File: src/verilog/adcst_regs.svh
// Purpose: register offsets, field positions, reset values and timing counts
// Assumes: byte addresses on the register port, word aligned
// Notes: definitions only
`ifndef ADCST_REGS_SVH
`define ADCST_REGS_SVH

`define ADCST_OFF_CONTROL 8'h00
`define ADCST_OFF_PRESCALE_WORD 8'h08
`define ADCST_OFF_PRESCALE 8'h09
`define ADCST_OFF_CONV_TIMER 8'h0C
`define ADCST_OFF_CHANNELS 8'h10

`define ADCST_CTRL_FORMAT_BIT 0
`define ADCST_CTRL_IRQ_LSB 12
`define ADCST_CTRL_IRQ_MSB 13
`define ADCST_CTRL_STORED_BITS 14
`define ADCST_CTRL_RESET 14'h0000
`define ADCST_PRESCALE_RESET 8'h00
`define ADCST_CONV_TIMER_RESET 16'h0000
`define ADCST_CHAN_RESET 5'h00

`define ADCST_PRESCALE_MIN 8'h40
`define ADCST_SIGN_FLIP 16'h8000

`define ADCST_REF_CLK_MHZ 200
`define ADCST_TIMEBASE_MHZ 8
`define ADCST_TIMEBASE_DIV (`ADCST_REF_CLK_MHZ / `ADCST_TIMEBASE_MHZ)

`endif

File: src/verilog/adcst_pkg.sv
// Purpose: shared types of the scan timing control
// Assumes: nothing beyond the header constants
// Notes: imported by no one, every use is scoped
package adcst_pkg;

	typedef enum logic [1:0] {
		ADCST_IRQ_OFF = 2'h0,
		ADCST_IRQ_EACH = 2'h1,
		ADCST_IRQ_GROUP = 2'h2,
		ADCST_IRQ_OFF2 = 2'h3
	} adcst_irq_mode_t;

	typedef struct packed {
		logic valid;
		logic [4:0] chan;
		logic [15:0] data;
	} adcst_result_t;

	typedef struct packed {
		logic done;
		logic [15:0] code;
	} adcst_conv_t;

endpackage

File: src/verilog/adcst_divider.sv
// Purpose: reloading down counter, one pulse per terminal count
// Assumes: enable pulses are single cycles of ref_clk_i
// Notes: a divisor of zero stops the output
module adcst_divider #(
	parameter int WIDTH = 8
) (
	input wire logic ref_clk_i,
	input wire logic rst_i,
	input wire logic run_i,
	input wire logic en_i,
	input wire logic [WIDTH-1:0] divisor_i,
	output logic tc_o
);

	logic [WIDTH-1:0] count;
	logic at_end;

	assign at_end = (count <= {{(WIDTH-1){1'b0}}, 1'b1});

	// stopped counter preloads so the first period is a full one
	always_ff @(posedge ref_clk_i) begin
		if (rst_i || !run_i) begin
			count <= divisor_i;
		end else if (en_i) begin
			if (at_end) begin
				count <= divisor_i;
			end else begin
				count <= count - {{(WIDTH-1){1'b0}}, 1'b1};
			end
		end
	end

	always_ff @(posedge ref_clk_i) begin
		if (rst_i || !run_i) begin
			tc_o <= 1'b0;
		end else begin
			tc_o <= en_i && at_end && (divisor_i != '0);
		end
	end

endmodule // adcst_divider

File: src/verilog/adcst_scan_ctrl.sv
// Purpose: control and divider registers, trigger timing, result format, interrupts
// Assumes: converter reports each finished channel with a one-cycle done pulse
// Notes: raw converter code is straight binary; read data answers one cycle later
`include "adcst_regs.svh"

// Notes on behaviour
// - modes 00 and 11 give no interrupt
// - mode 01 interrupts after every channel
// - mode 10 interrupts once per finished group
// - group spans first through last channel inclusive
// - control bits 14, 15 read zero
// - control bit 0 picks result format
// - two's complement codes, midscale 0000
// - straight binary codes, midscale 8000
// - 8-bit first divider at 09H, 8 MHz
// - first divider feeds second, makes triggers
// - first divider below 64 blocks results
// - first divider takes 32/16/8-bit access
// - first divider clears on reset
// - period equals first times second over eight
// - halting returns pointer to first channel
module adcst_scan_ctrl (
	input wire logic ref_clk_i,
	input wire logic rst_i,
	input wire logic [7:0] reg_addr_i,
	input wire logic [3:0] reg_be_i,
	input wire logic reg_wr_i,
	input wire logic reg_rd_i,
	input wire logic [31:0] reg_wdata_i,
	output logic [31:0] reg_rdata_o,
	input wire logic acq_run_i,
	input wire adcst_pkg::adcst_conv_t conv_i,
	output logic conv_trigger_o,
	output logic [4:0] chan_o,
	output adcst_pkg::adcst_result_t result_o,
	output logic irq_req_o
);

	logic [`ADCST_CTRL_STORED_BITS-1:0] acquisition_control;
	logic [7:0] first_stage_divider;
	logic [15:0] second_stage_divider;
	logic [4:0] first_chan;
	logic [4:0] last_chan;
	logic [4:0] next_chan;
	logic [4:0] tb_count;
	logic tb_tick;
	logic first_tc;
	logic second_tc;
	logic wr_ctrl;
	logic wr_presc;
	logic wr_timer;
	logic wr_chan;
	logic group_end;
	logic results_ok;
	logic [15:0] fmt_code;
	logic [31:0] next_rdata;
	adcst_pkg::adcst_irq_mode_t irq_mode;

	// byte enables decide which bytes of the addressed word a write touches
	assign wr_ctrl = reg_wr_i && (reg_addr_i == `ADCST_OFF_CONTROL);
	assign wr_presc = reg_wr_i && (reg_addr_i == `ADCST_OFF_PRESCALE_WORD);
	assign wr_timer = reg_wr_i && (reg_addr_i == `ADCST_OFF_CONV_TIMER);
	assign wr_chan = reg_wr_i && (reg_addr_i == `ADCST_OFF_CHANNELS);
	assign irq_mode = adcst_pkg::adcst_irq_mode_t'(
		acquisition_control[`ADCST_CTRL_IRQ_MSB:`ADCST_CTRL_IRQ_LSB]);

	// bits 15:14 are never stored, so they cannot read back
	always_ff @(posedge ref_clk_i) begin
		if (rst_i) begin
			acquisition_control <= `ADCST_CTRL_RESET;
		end else if (wr_ctrl) begin
			if (reg_be_i[0]) begin
				acquisition_control[7:0] <= reg_wdata_i[7:0];
			end
			if (reg_be_i[1]) begin
				acquisition_control[13:8] <= reg_wdata_i[13:8];
			end
		end
	end

	// divider byte sits in lane 1 of its word, so any access width reaches it
	always_ff @(posedge ref_clk_i) begin
		if (rst_i) begin
			first_stage_divider <= `ADCST_PRESCALE_RESET;
		end else if (wr_presc && reg_be_i[1]) begin
			first_stage_divider <= reg_wdata_i[15:8];
		end
	end

	always_ff @(posedge ref_clk_i) begin
		if (rst_i) begin
			second_stage_divider <= `ADCST_CONV_TIMER_RESET;
		end else if (wr_timer) begin
			if (reg_be_i[0]) begin
				second_stage_divider[7:0] <= reg_wdata_i[7:0];
			end
			if (reg_be_i[1]) begin
				second_stage_divider[15:8] <= reg_wdata_i[15:8];
			end
		end
	end

	always_ff @(posedge ref_clk_i) begin
		if (rst_i) begin
			first_chan <= `ADCST_CHAN_RESET;
			last_chan <= `ADCST_CHAN_RESET;
		end else if (wr_chan) begin
			if (reg_be_i[0]) begin
				first_chan <= reg_wdata_i[4:0];
			end
			if (reg_be_i[1]) begin
				last_chan <= reg_wdata_i[12:8];
			end
		end
	end

	always_comb begin
		next_rdata = 32'h0000_0000;
		unique case (reg_addr_i)
			`ADCST_OFF_CONTROL: next_rdata[13:0] = acquisition_control;
			`ADCST_OFF_PRESCALE_WORD: next_rdata[15:8] = first_stage_divider;
			`ADCST_OFF_CONV_TIMER: next_rdata[15:0] = second_stage_divider;
			`ADCST_OFF_CHANNELS: next_rdata[15:0] = {3'h0, last_chan, 3'h0, first_chan};
			default: next_rdata = 32'h0000_0000;
		endcase
	end

	always_ff @(posedge ref_clk_i) begin
		if (rst_i) begin
			reg_rdata_o <= 32'h0000_0000;
		end else if (reg_rd_i) begin
			reg_rdata_o <= next_rdata;
		end
	end

	// 8 MHz timebase taken from the reference clock as a one-cycle tick
	assign tb_tick = (tb_count == 5'(`ADCST_TIMEBASE_DIV - 1));

	always_ff @(posedge ref_clk_i) begin
		// cleared while halted, so a start always waits one full tick
		if (rst_i || !acq_run_i || tb_tick) begin
			tb_count <= 5'h00;
		end else begin
			tb_count <= tb_count + 5'h01;
		end
	end

	// period = first * second timebase ticks, i.e. first * second / 8 us
	adcst_divider #(.WIDTH(8)) u_first_stage (
		.ref_clk_i(ref_clk_i),
		.rst_i(rst_i),
		.run_i(acq_run_i),
		.en_i(tb_tick),
		.divisor_i(first_stage_divider),
		.tc_o(first_tc)
	);

	adcst_divider #(.WIDTH(16)) u_second_stage (
		.ref_clk_i(ref_clk_i),
		.rst_i(rst_i),
		.run_i(acq_run_i),
		.en_i(first_tc),
		.divisor_i(second_stage_divider),
		.tc_o(second_tc)
	);

	assign conv_trigger_o = second_tc;

	// the host must keep the divider at 64 or more; below that no result is flagged valid
	assign results_ok = (first_stage_divider >= `ADCST_PRESCALE_MIN);

	// a group whose last channel is below its first wraps through channel 31
	assign group_end = (chan_o == last_chan);

	always_comb begin
		next_chan = chan_o;
		if (conv_i.done) begin
			next_chan = group_end ? first_chan : chan_o + 5'h01;
		end
	end

	always_ff @(posedge ref_clk_i) begin
		if (rst_i) begin
			chan_o <= `ADCST_CHAN_RESET;
		end else if (!acq_run_i) begin
			// reload on every halted cycle so a restart begins at the first channel
			chan_o <= first_chan;
		end else begin
			chan_o <= next_chan;
		end
	end

	assign fmt_code = acquisition_control[`ADCST_CTRL_FORMAT_BIT] ?
		conv_i.code :
		(conv_i.code ^ `ADCST_SIGN_FLIP);

	always_ff @(posedge ref_clk_i) begin
		if (rst_i) begin
			result_o <= '0;
		end else begin
			// data and channel hold until the next done; only the valid pulse is gated
			result_o.valid <= conv_i.done && acq_run_i && results_ok;
			if (conv_i.done) begin
				result_o.chan <= chan_o;
				result_o.data <= fmt_code;
			end
		end
	end

	always_ff @(posedge ref_clk_i) begin
		if (rst_i) begin
			irq_req_o <= 1'b0;
		end else begin
			// both off codes drop the request; a request is a one-cycle pulse
			unique case (irq_mode)
				adcst_pkg::ADCST_IRQ_EACH: irq_req_o <= conv_i.done && acq_run_i;
				adcst_pkg::ADCST_IRQ_GROUP: irq_req_o <= conv_i.done && acq_run_i && group_end;
				adcst_pkg::ADCST_IRQ_OFF, adcst_pkg::ADCST_IRQ_OFF2: irq_req_o <= 1'b0;
			endcase
		end
	end

endmodule // adcst_scan_ctrl
File: config.mk
export PLATFORM = sky130hd
export DESIGN_NAME = adcst_scan_ctrl
export DESIGN_NICKNAME = d
export VERILOG_FILES = /design/src/verilog/adcst_pkg.sv /design/src/verilog/adcst_divider.sv /design/src/verilog/adcst_scan_ctrl.sv
export VERILOG_INCLUDE_DIRS = /design/src /design/src/verilog
export SDC_FILE = /design/constraint.sdc
export NUM_CORES = 1
export LEC_CHECK = 0
export BUFFER_PORTS_ARGS = -buffer_cell sky130_fd_sc_hd__buf_2
export CAP_MARGIN = 30
export CORE_MARGIN = 5
export CORE_UTILIZATION = 35
export CTS_CLUSTER_SIZE = 8
export DETAILED_ROUTE_END_ITERATION = 8
export GPL_ROUTABILITY_DRIVEN = 0
export GPL_TIMING_DRIVEN = 0
export SLEW_MARGIN = 25
export SYNTH_ARGS = -nofsm -noshare
export SYNTH_HDL_FRONTEND = slang
export SYNTH_SLANG_ARGS = --single-unit
File: constraint.sdc
create_clock -name ref_clk_i -period 1.9 [get_ports ref_clk_i]
set_input_delay 0.285 -clock ref_clk_i [delete_from_list [all_inputs] [get_ports ref_clk_i]]
set_output_delay 0.285 -clock ref_clk_i [all_outputs]
set_load 0.01 [all_outputs]
### Word level (Yosys, flattened, before mapping)

Index checks and enable logic that the tools add are counted.

* flip-flop bits (word level): 123
* input bits: 66
* output and inout bits: 61
* logic and storage cells: 77

* $add $sub $neg: 4
* order comparisons: 3
* equality and inequality tests: 9
* muxes and demuxes: 14
* bitwise operators: 1
* reduce and logical (&&, ||, !) cells: 28

Operators by type and width (number)
* two-way mux 16 bit: 4
* two-way mux 8 bit: 3
* one-hot mux 6 bit (4 select lines): 1
* one-hot mux 8 bit (3 select lines): 1
* == test 8 x 4 -> 1 bit, second input constant: 2
* <= comparator 16 x 1 -> 1 bit, second input constant: 1
* nonzero test 16 bit: 1
* subtractor 16 x 1 -> 16 bit, second input constant: 1
* two-way mux 5 bit: 3
* logical AND 1 bit: 12
* AND reduction 2 bit: 6
* adder 5 x 1 -> 5 bit, second input constant: 2
* == test 8 x 5 -> 1 bit, second input constant: 1
* >= comparator 8 x 7 -> 1 bit, second input constant: 1
* <= comparator 8 x 1 -> 1 bit, second input constant: 1
* zero test 8 bit: 1
* nonzero test 8 bit: 1
* subtractor 8 x 1 -> 8 bit, second input constant: 1
* == test 5 bit: 1
* == test 5 bit, second input constant: 1
* == test 2 bit, second input constant: 2
* one-hot mux 2 bit (2 select lines): 1
* nonzero test 2 bit: 2
* one-hot mux 1 bit (3 select lines): 1
* other kinds (7): 8

### Logic depth before layout (Yosys ltp)

* word-level depth: 4
* mapped depth: 7
* depth with buffers taken out: 6

### Modules after synthesis

Synthesis repeated with hierarchy kept, for this count alone.

* cells, all modules: 615
* area total of the unflattened synthesis: 5987.0 um^2

Modules (own cells, without submodules)
* adcst_scan_ctrl: instances 1, cells an instance 456, area each 4337.9 um^2, sequential area each 1941.9 um^2
* adcst_divider at u_second_stage: instances 1, cells an instance 103, area each 1087.3 um^2, sequential area each 500.5 um^2
* adcst_divider at u_first_stage: instances 1, cells an instance 56, area each 561.8 um^2, sequential area each 260.2 um^2

### Worst setup path after synthesis

No wires, ideal clock.

* path kind: register to register
* from: reg u_first_stage.count[3]
* to: reg u_first_stage.count[5] (data pin)
* setup time: 0.261 ns
* data arrival time: 1.753 ns
* required time: 1.639 ns
* slack: -0.114 ns
* cell stages (with the launch flop): 7
* buffers on the path: 1
* clock period less this slack: 2.014 ns
* cells stage by stage: edfxtp_1 or3_1 or3_1 o31a_1 buf_2 nor2_1 a21oi_1

* word-level cells in the longest chain between the ends: 4
* elaborated cells between the ends (all ways): 5
* those cells by class: add/sub (1); order compare (1); mux (3)

RTL lines
* from (decl): RTL line adcst_divider.sv:15 `logic [WIDTH-1:0] count;`
* from (signal assigned): RTL line adcst_divider.sv:23 `count <= divisor_i;`
* from (signal assigned): RTL line adcst_divider.sv:26 `count <= divisor_i;`
* from (signal assigned): RTL line adcst_divider.sv:28 `count <= count - {{(WIDTH-1){1'b0}}, 1'b1};`
* subtractor 8 x 1 -> 8 bit or <= comparator 8 x 1 -> 1 bit (tied branches): RTL line adcst_divider.sv:28, adcst_divider.sv:18
* two-way mux 8 bit (*): RTL line adcst_divider.sv:25 `if (at_end) begin`
* two-way mux 8 bit (*): RTL line adcst_divider.sv:24 `end else if (en_i) begin`
* two-way mux 8 bit (*): RTL line adcst_divider.sv:22 `if (rst_i || !run_i) begin`

Mark *: on every way between the ends. The rest lies on a longest branch, timed or not. The select of a mux whose other input is x is not followed.
A chain may end at the register's enable or synchronous reset.

### Worst setup path in the final report

* from: reg u_first_stage.count[4]
* to: reg u_first_stage.count[6] (data pin)

The elaborated chain is that of the path after synthesis.

==> summary.txt <==
CTS tree: built
Slew of the pin with the lowest slew margin: 0.773 ns
Critical Path AT: 2.18 ns
Synth area leader: dfxtp_1
CTS Buf Count: 17
Mapped cell area: 5730 um2
DRT Pass-1 Iters: 5
Placed inst area: 6520 um2
Final antenna-violating net count: 0
CP Capture Type: register
Root Buffer: clkbuf_16
Total GRT Usage: 16.8%
Post-Synth Adder-Cell Area: 1.53%
Async set-reset flop share out of synthesis: 0%
Clk Latency, worst-skew pair: 0.42 ns
Via-per-instance ratio: 4.97
Routed len/inst: 16.6 um
Pre-CTS setup slack: -0.421 ns
Top area cells in the synthesized netlist: dfxtp_1 35%, edfxtp_1 13%, mux2i_1 12%
Slew headroom: 48.5%
Port Buf Inserts: 91
Final Total Pwr: 7.01 mW
DR iter-0 viols: 377
WL final: 15900 um
Fin crit period: 2.02 ns
CORE AREA: 16000 um2
Area fraction of the dominant cell type after synthesis: 34.6%
H-tree Lvls: 4
Worst Setup Start Kind: register
Hold Worst Slack: 0.108 ns
Post-route setup slack: -0.122 ns
Via count: 4764
Post-synthesis simple-gate area fraction: 18.0%
Synth Register Bits: 123
Initial antenna violation count: 1
CTS clk-pin slew, worst paths: 0.05 ns
Synthesized instance count: 584
DP HPWL: 11500 um
LEAKAGE: 3.23 nW
First-pass GRT wire length: 24700 um
Cts hold-fix bufs: 0
Number of setup violations in the final report: 22
Antenna cells: 0
Starting density of the core: 35.8%
Maximum vdd ir drop: 0.783 mV
Maximum clock frequency: 495 MHz
Xor and xnor area share after synthesis: 4.59%
Post-Route Skew: 0.00980 ns
Compound-Gate Fraction of Synth Area: 8.30%
Status: finished with violations
PD cells: 926 nW/um2
Synth unique cells: 55
Worst Path Max Fanout: 7
Setup CP Type: reg -> reg
Max-slew violations: 0
Failing checks: setup timing
Number of global-route vias before repair: 4857
Max-cap check violation count: 0
Rows: 46
Ys Warns: 0
Seq/Total Area, Yosys: 47.2%
Synthesized area per cell: 9.81 um2
Die area: 19000 um2
Worst min path class: in -> reg
Final #Nets: 802
Mux contribution to synthesized area: 15.4%
Share of layout cells above drive strength 1: 31.4%
Largest net degree at the start of global routing: 17
Area grow syn2layout: 32.0%
Die width: 138 um
Largest family of logic cells by synthesized area: simple AND/OR/NAND/NOR gates
# IOs: 127
Final instance area: 7560 um2
Die H: 138 um
Max Root-Sink Buffers: 2
Primary FF master, synth: dfxtp_1
Filler cell count: 1485
DRC Markers: 0
Gr ovfl total: 0
RSZ-0062 raised after global routing: yes
EDFF count, synth: 24
Clk sinks: 123
Final core occ: 47.3%
Tcrit/Tclk final: 106%
Worst EP required: 2.06 ns
Fin. Hold Viols: 0
[synthesized netlist by cell type (9+ instances only)]
library cell,instances
nand2_1,42
xor2_1,10
a21oi_1,18
dfxtp_1,99
inv_1,9
mux2_2,15
xnor2_1,20
buf_4,16
buf_2,9
edfxtp_1,24
nor4_1,10
mux2i_1,71
nor2_1,98
nand3_1,13
clkbuf_1,16
o21ai_0,30
[cell families (layout without fill, tap and decap cells)]
logic type	after synthesis	after routing
xor+xnor	30	30
simple gates	208	208
mux	86	86
buf+inv	53	196
fa+ha+maj	7	7
compound gates	76	76
other cells	1	16
flops	123	123
[state kept, by name, indices dropped and copies added (netlist names)]
signal,count
irq_req_o,1
first_stage_divider,8
u_first_stage.count,8
result_o,22
u_second_stage.count,16
acquisition_control,14
first_chan,5
u_second_stage.tc_o,1
reg_rdata_o,16
chan_o,5
last_chan,5
u_first_stage.tc_o,1
tb_count,5
second_stage_divider,16
[worst max-delay path, stage by stage, from the launching register on]
cell	delay (ns)
edfxtp_1	0.38
or3_4	0.40
or3_4	0.34
o31a_1	0.35
buf_6	0.18
nor2_4	0.08
a21oi_2	0.04
[power breakdown]
part	internal (mW)	switching, mW	total [mW]
clock	2.34	1.13	3.46
combinational	0.318	0.399	0.717
sequential	2.75	0.0765	2.83
[cells in the final DEF (no fill, tap or decap), types with 17 or more instances in the layout]
cell       count
buf_2         98
buf_4         34
clkbuf_1      17
clkbuf_16     21
dfxtp_1       98
edfxtp_1      24
mux2i_1       71
nand2_1       40
nor2_1        91
xnor2_1       20
[per-layer routing]
metal  global-route usage (%)  share of wire [%]
met5                        0              0.088
met4                     7.41                2.6
met3                     5.19                5.9
met2                     27.9                 48
met1                     19.9                 44
[per-stage QoR]
stage | std cells | setup TNS (ns)
final | 958 | -1.24
after global routing | 958 | -3.35
after CTS | 944 | -0.978
after detailed placement | 906 | -16.21
after global placement | 906 | -12.32
after floorplan | 599 | -0.0967
[what timing repair did]
action,in CTS,in global routing
hold endpoints to repair,0,0
gates cloned,1,2
gates resized for setup,16,54
endpoints found under the setup margin,26,39
pin swaps,3,22
buffers inserted,6,12
[worst paths after layout]
path	endpoint	slack (ns)	depth (start not counted)	startpoint
hold reg to reg	reg_rdata_o[3]$_SDFFE_PP0P_	0.45	2	reg_rdata_o[3]$_SDFFE_PP0P_
setup reg to reg	u_first_stage.count[6]$_DFFE_PP_	-0.12	6	u_first_stage.count[4]$_DFFE_PP_
setup / recovery	u_first_stage.count[6]$_DFFE_PP_	-0.12	6	u_first_stage.count[4]$_DFFE_PP_
hold / removal	result_o[13]$_SDFFE_PP0P_	0.11	3	conv_i[13]
[layout make-up]
class / count / area [um2] / share of cell area, %
well taps: 216 / 270 / 3.57
clock buffers: 29 / 583 / 7.71
flip-flops and latches: 123 / 2700 / 35.7
plain buffers: 43 / 279 / 3.69
inverters: 9 / 33.8 / 0.447
clock inverters: 3 / 66.3 / 0.877
repair buffers: 112 / 649 / 8.58
multi-input cells: 423 / 2980 / 39.4
(Power assumes the default switching activity.)
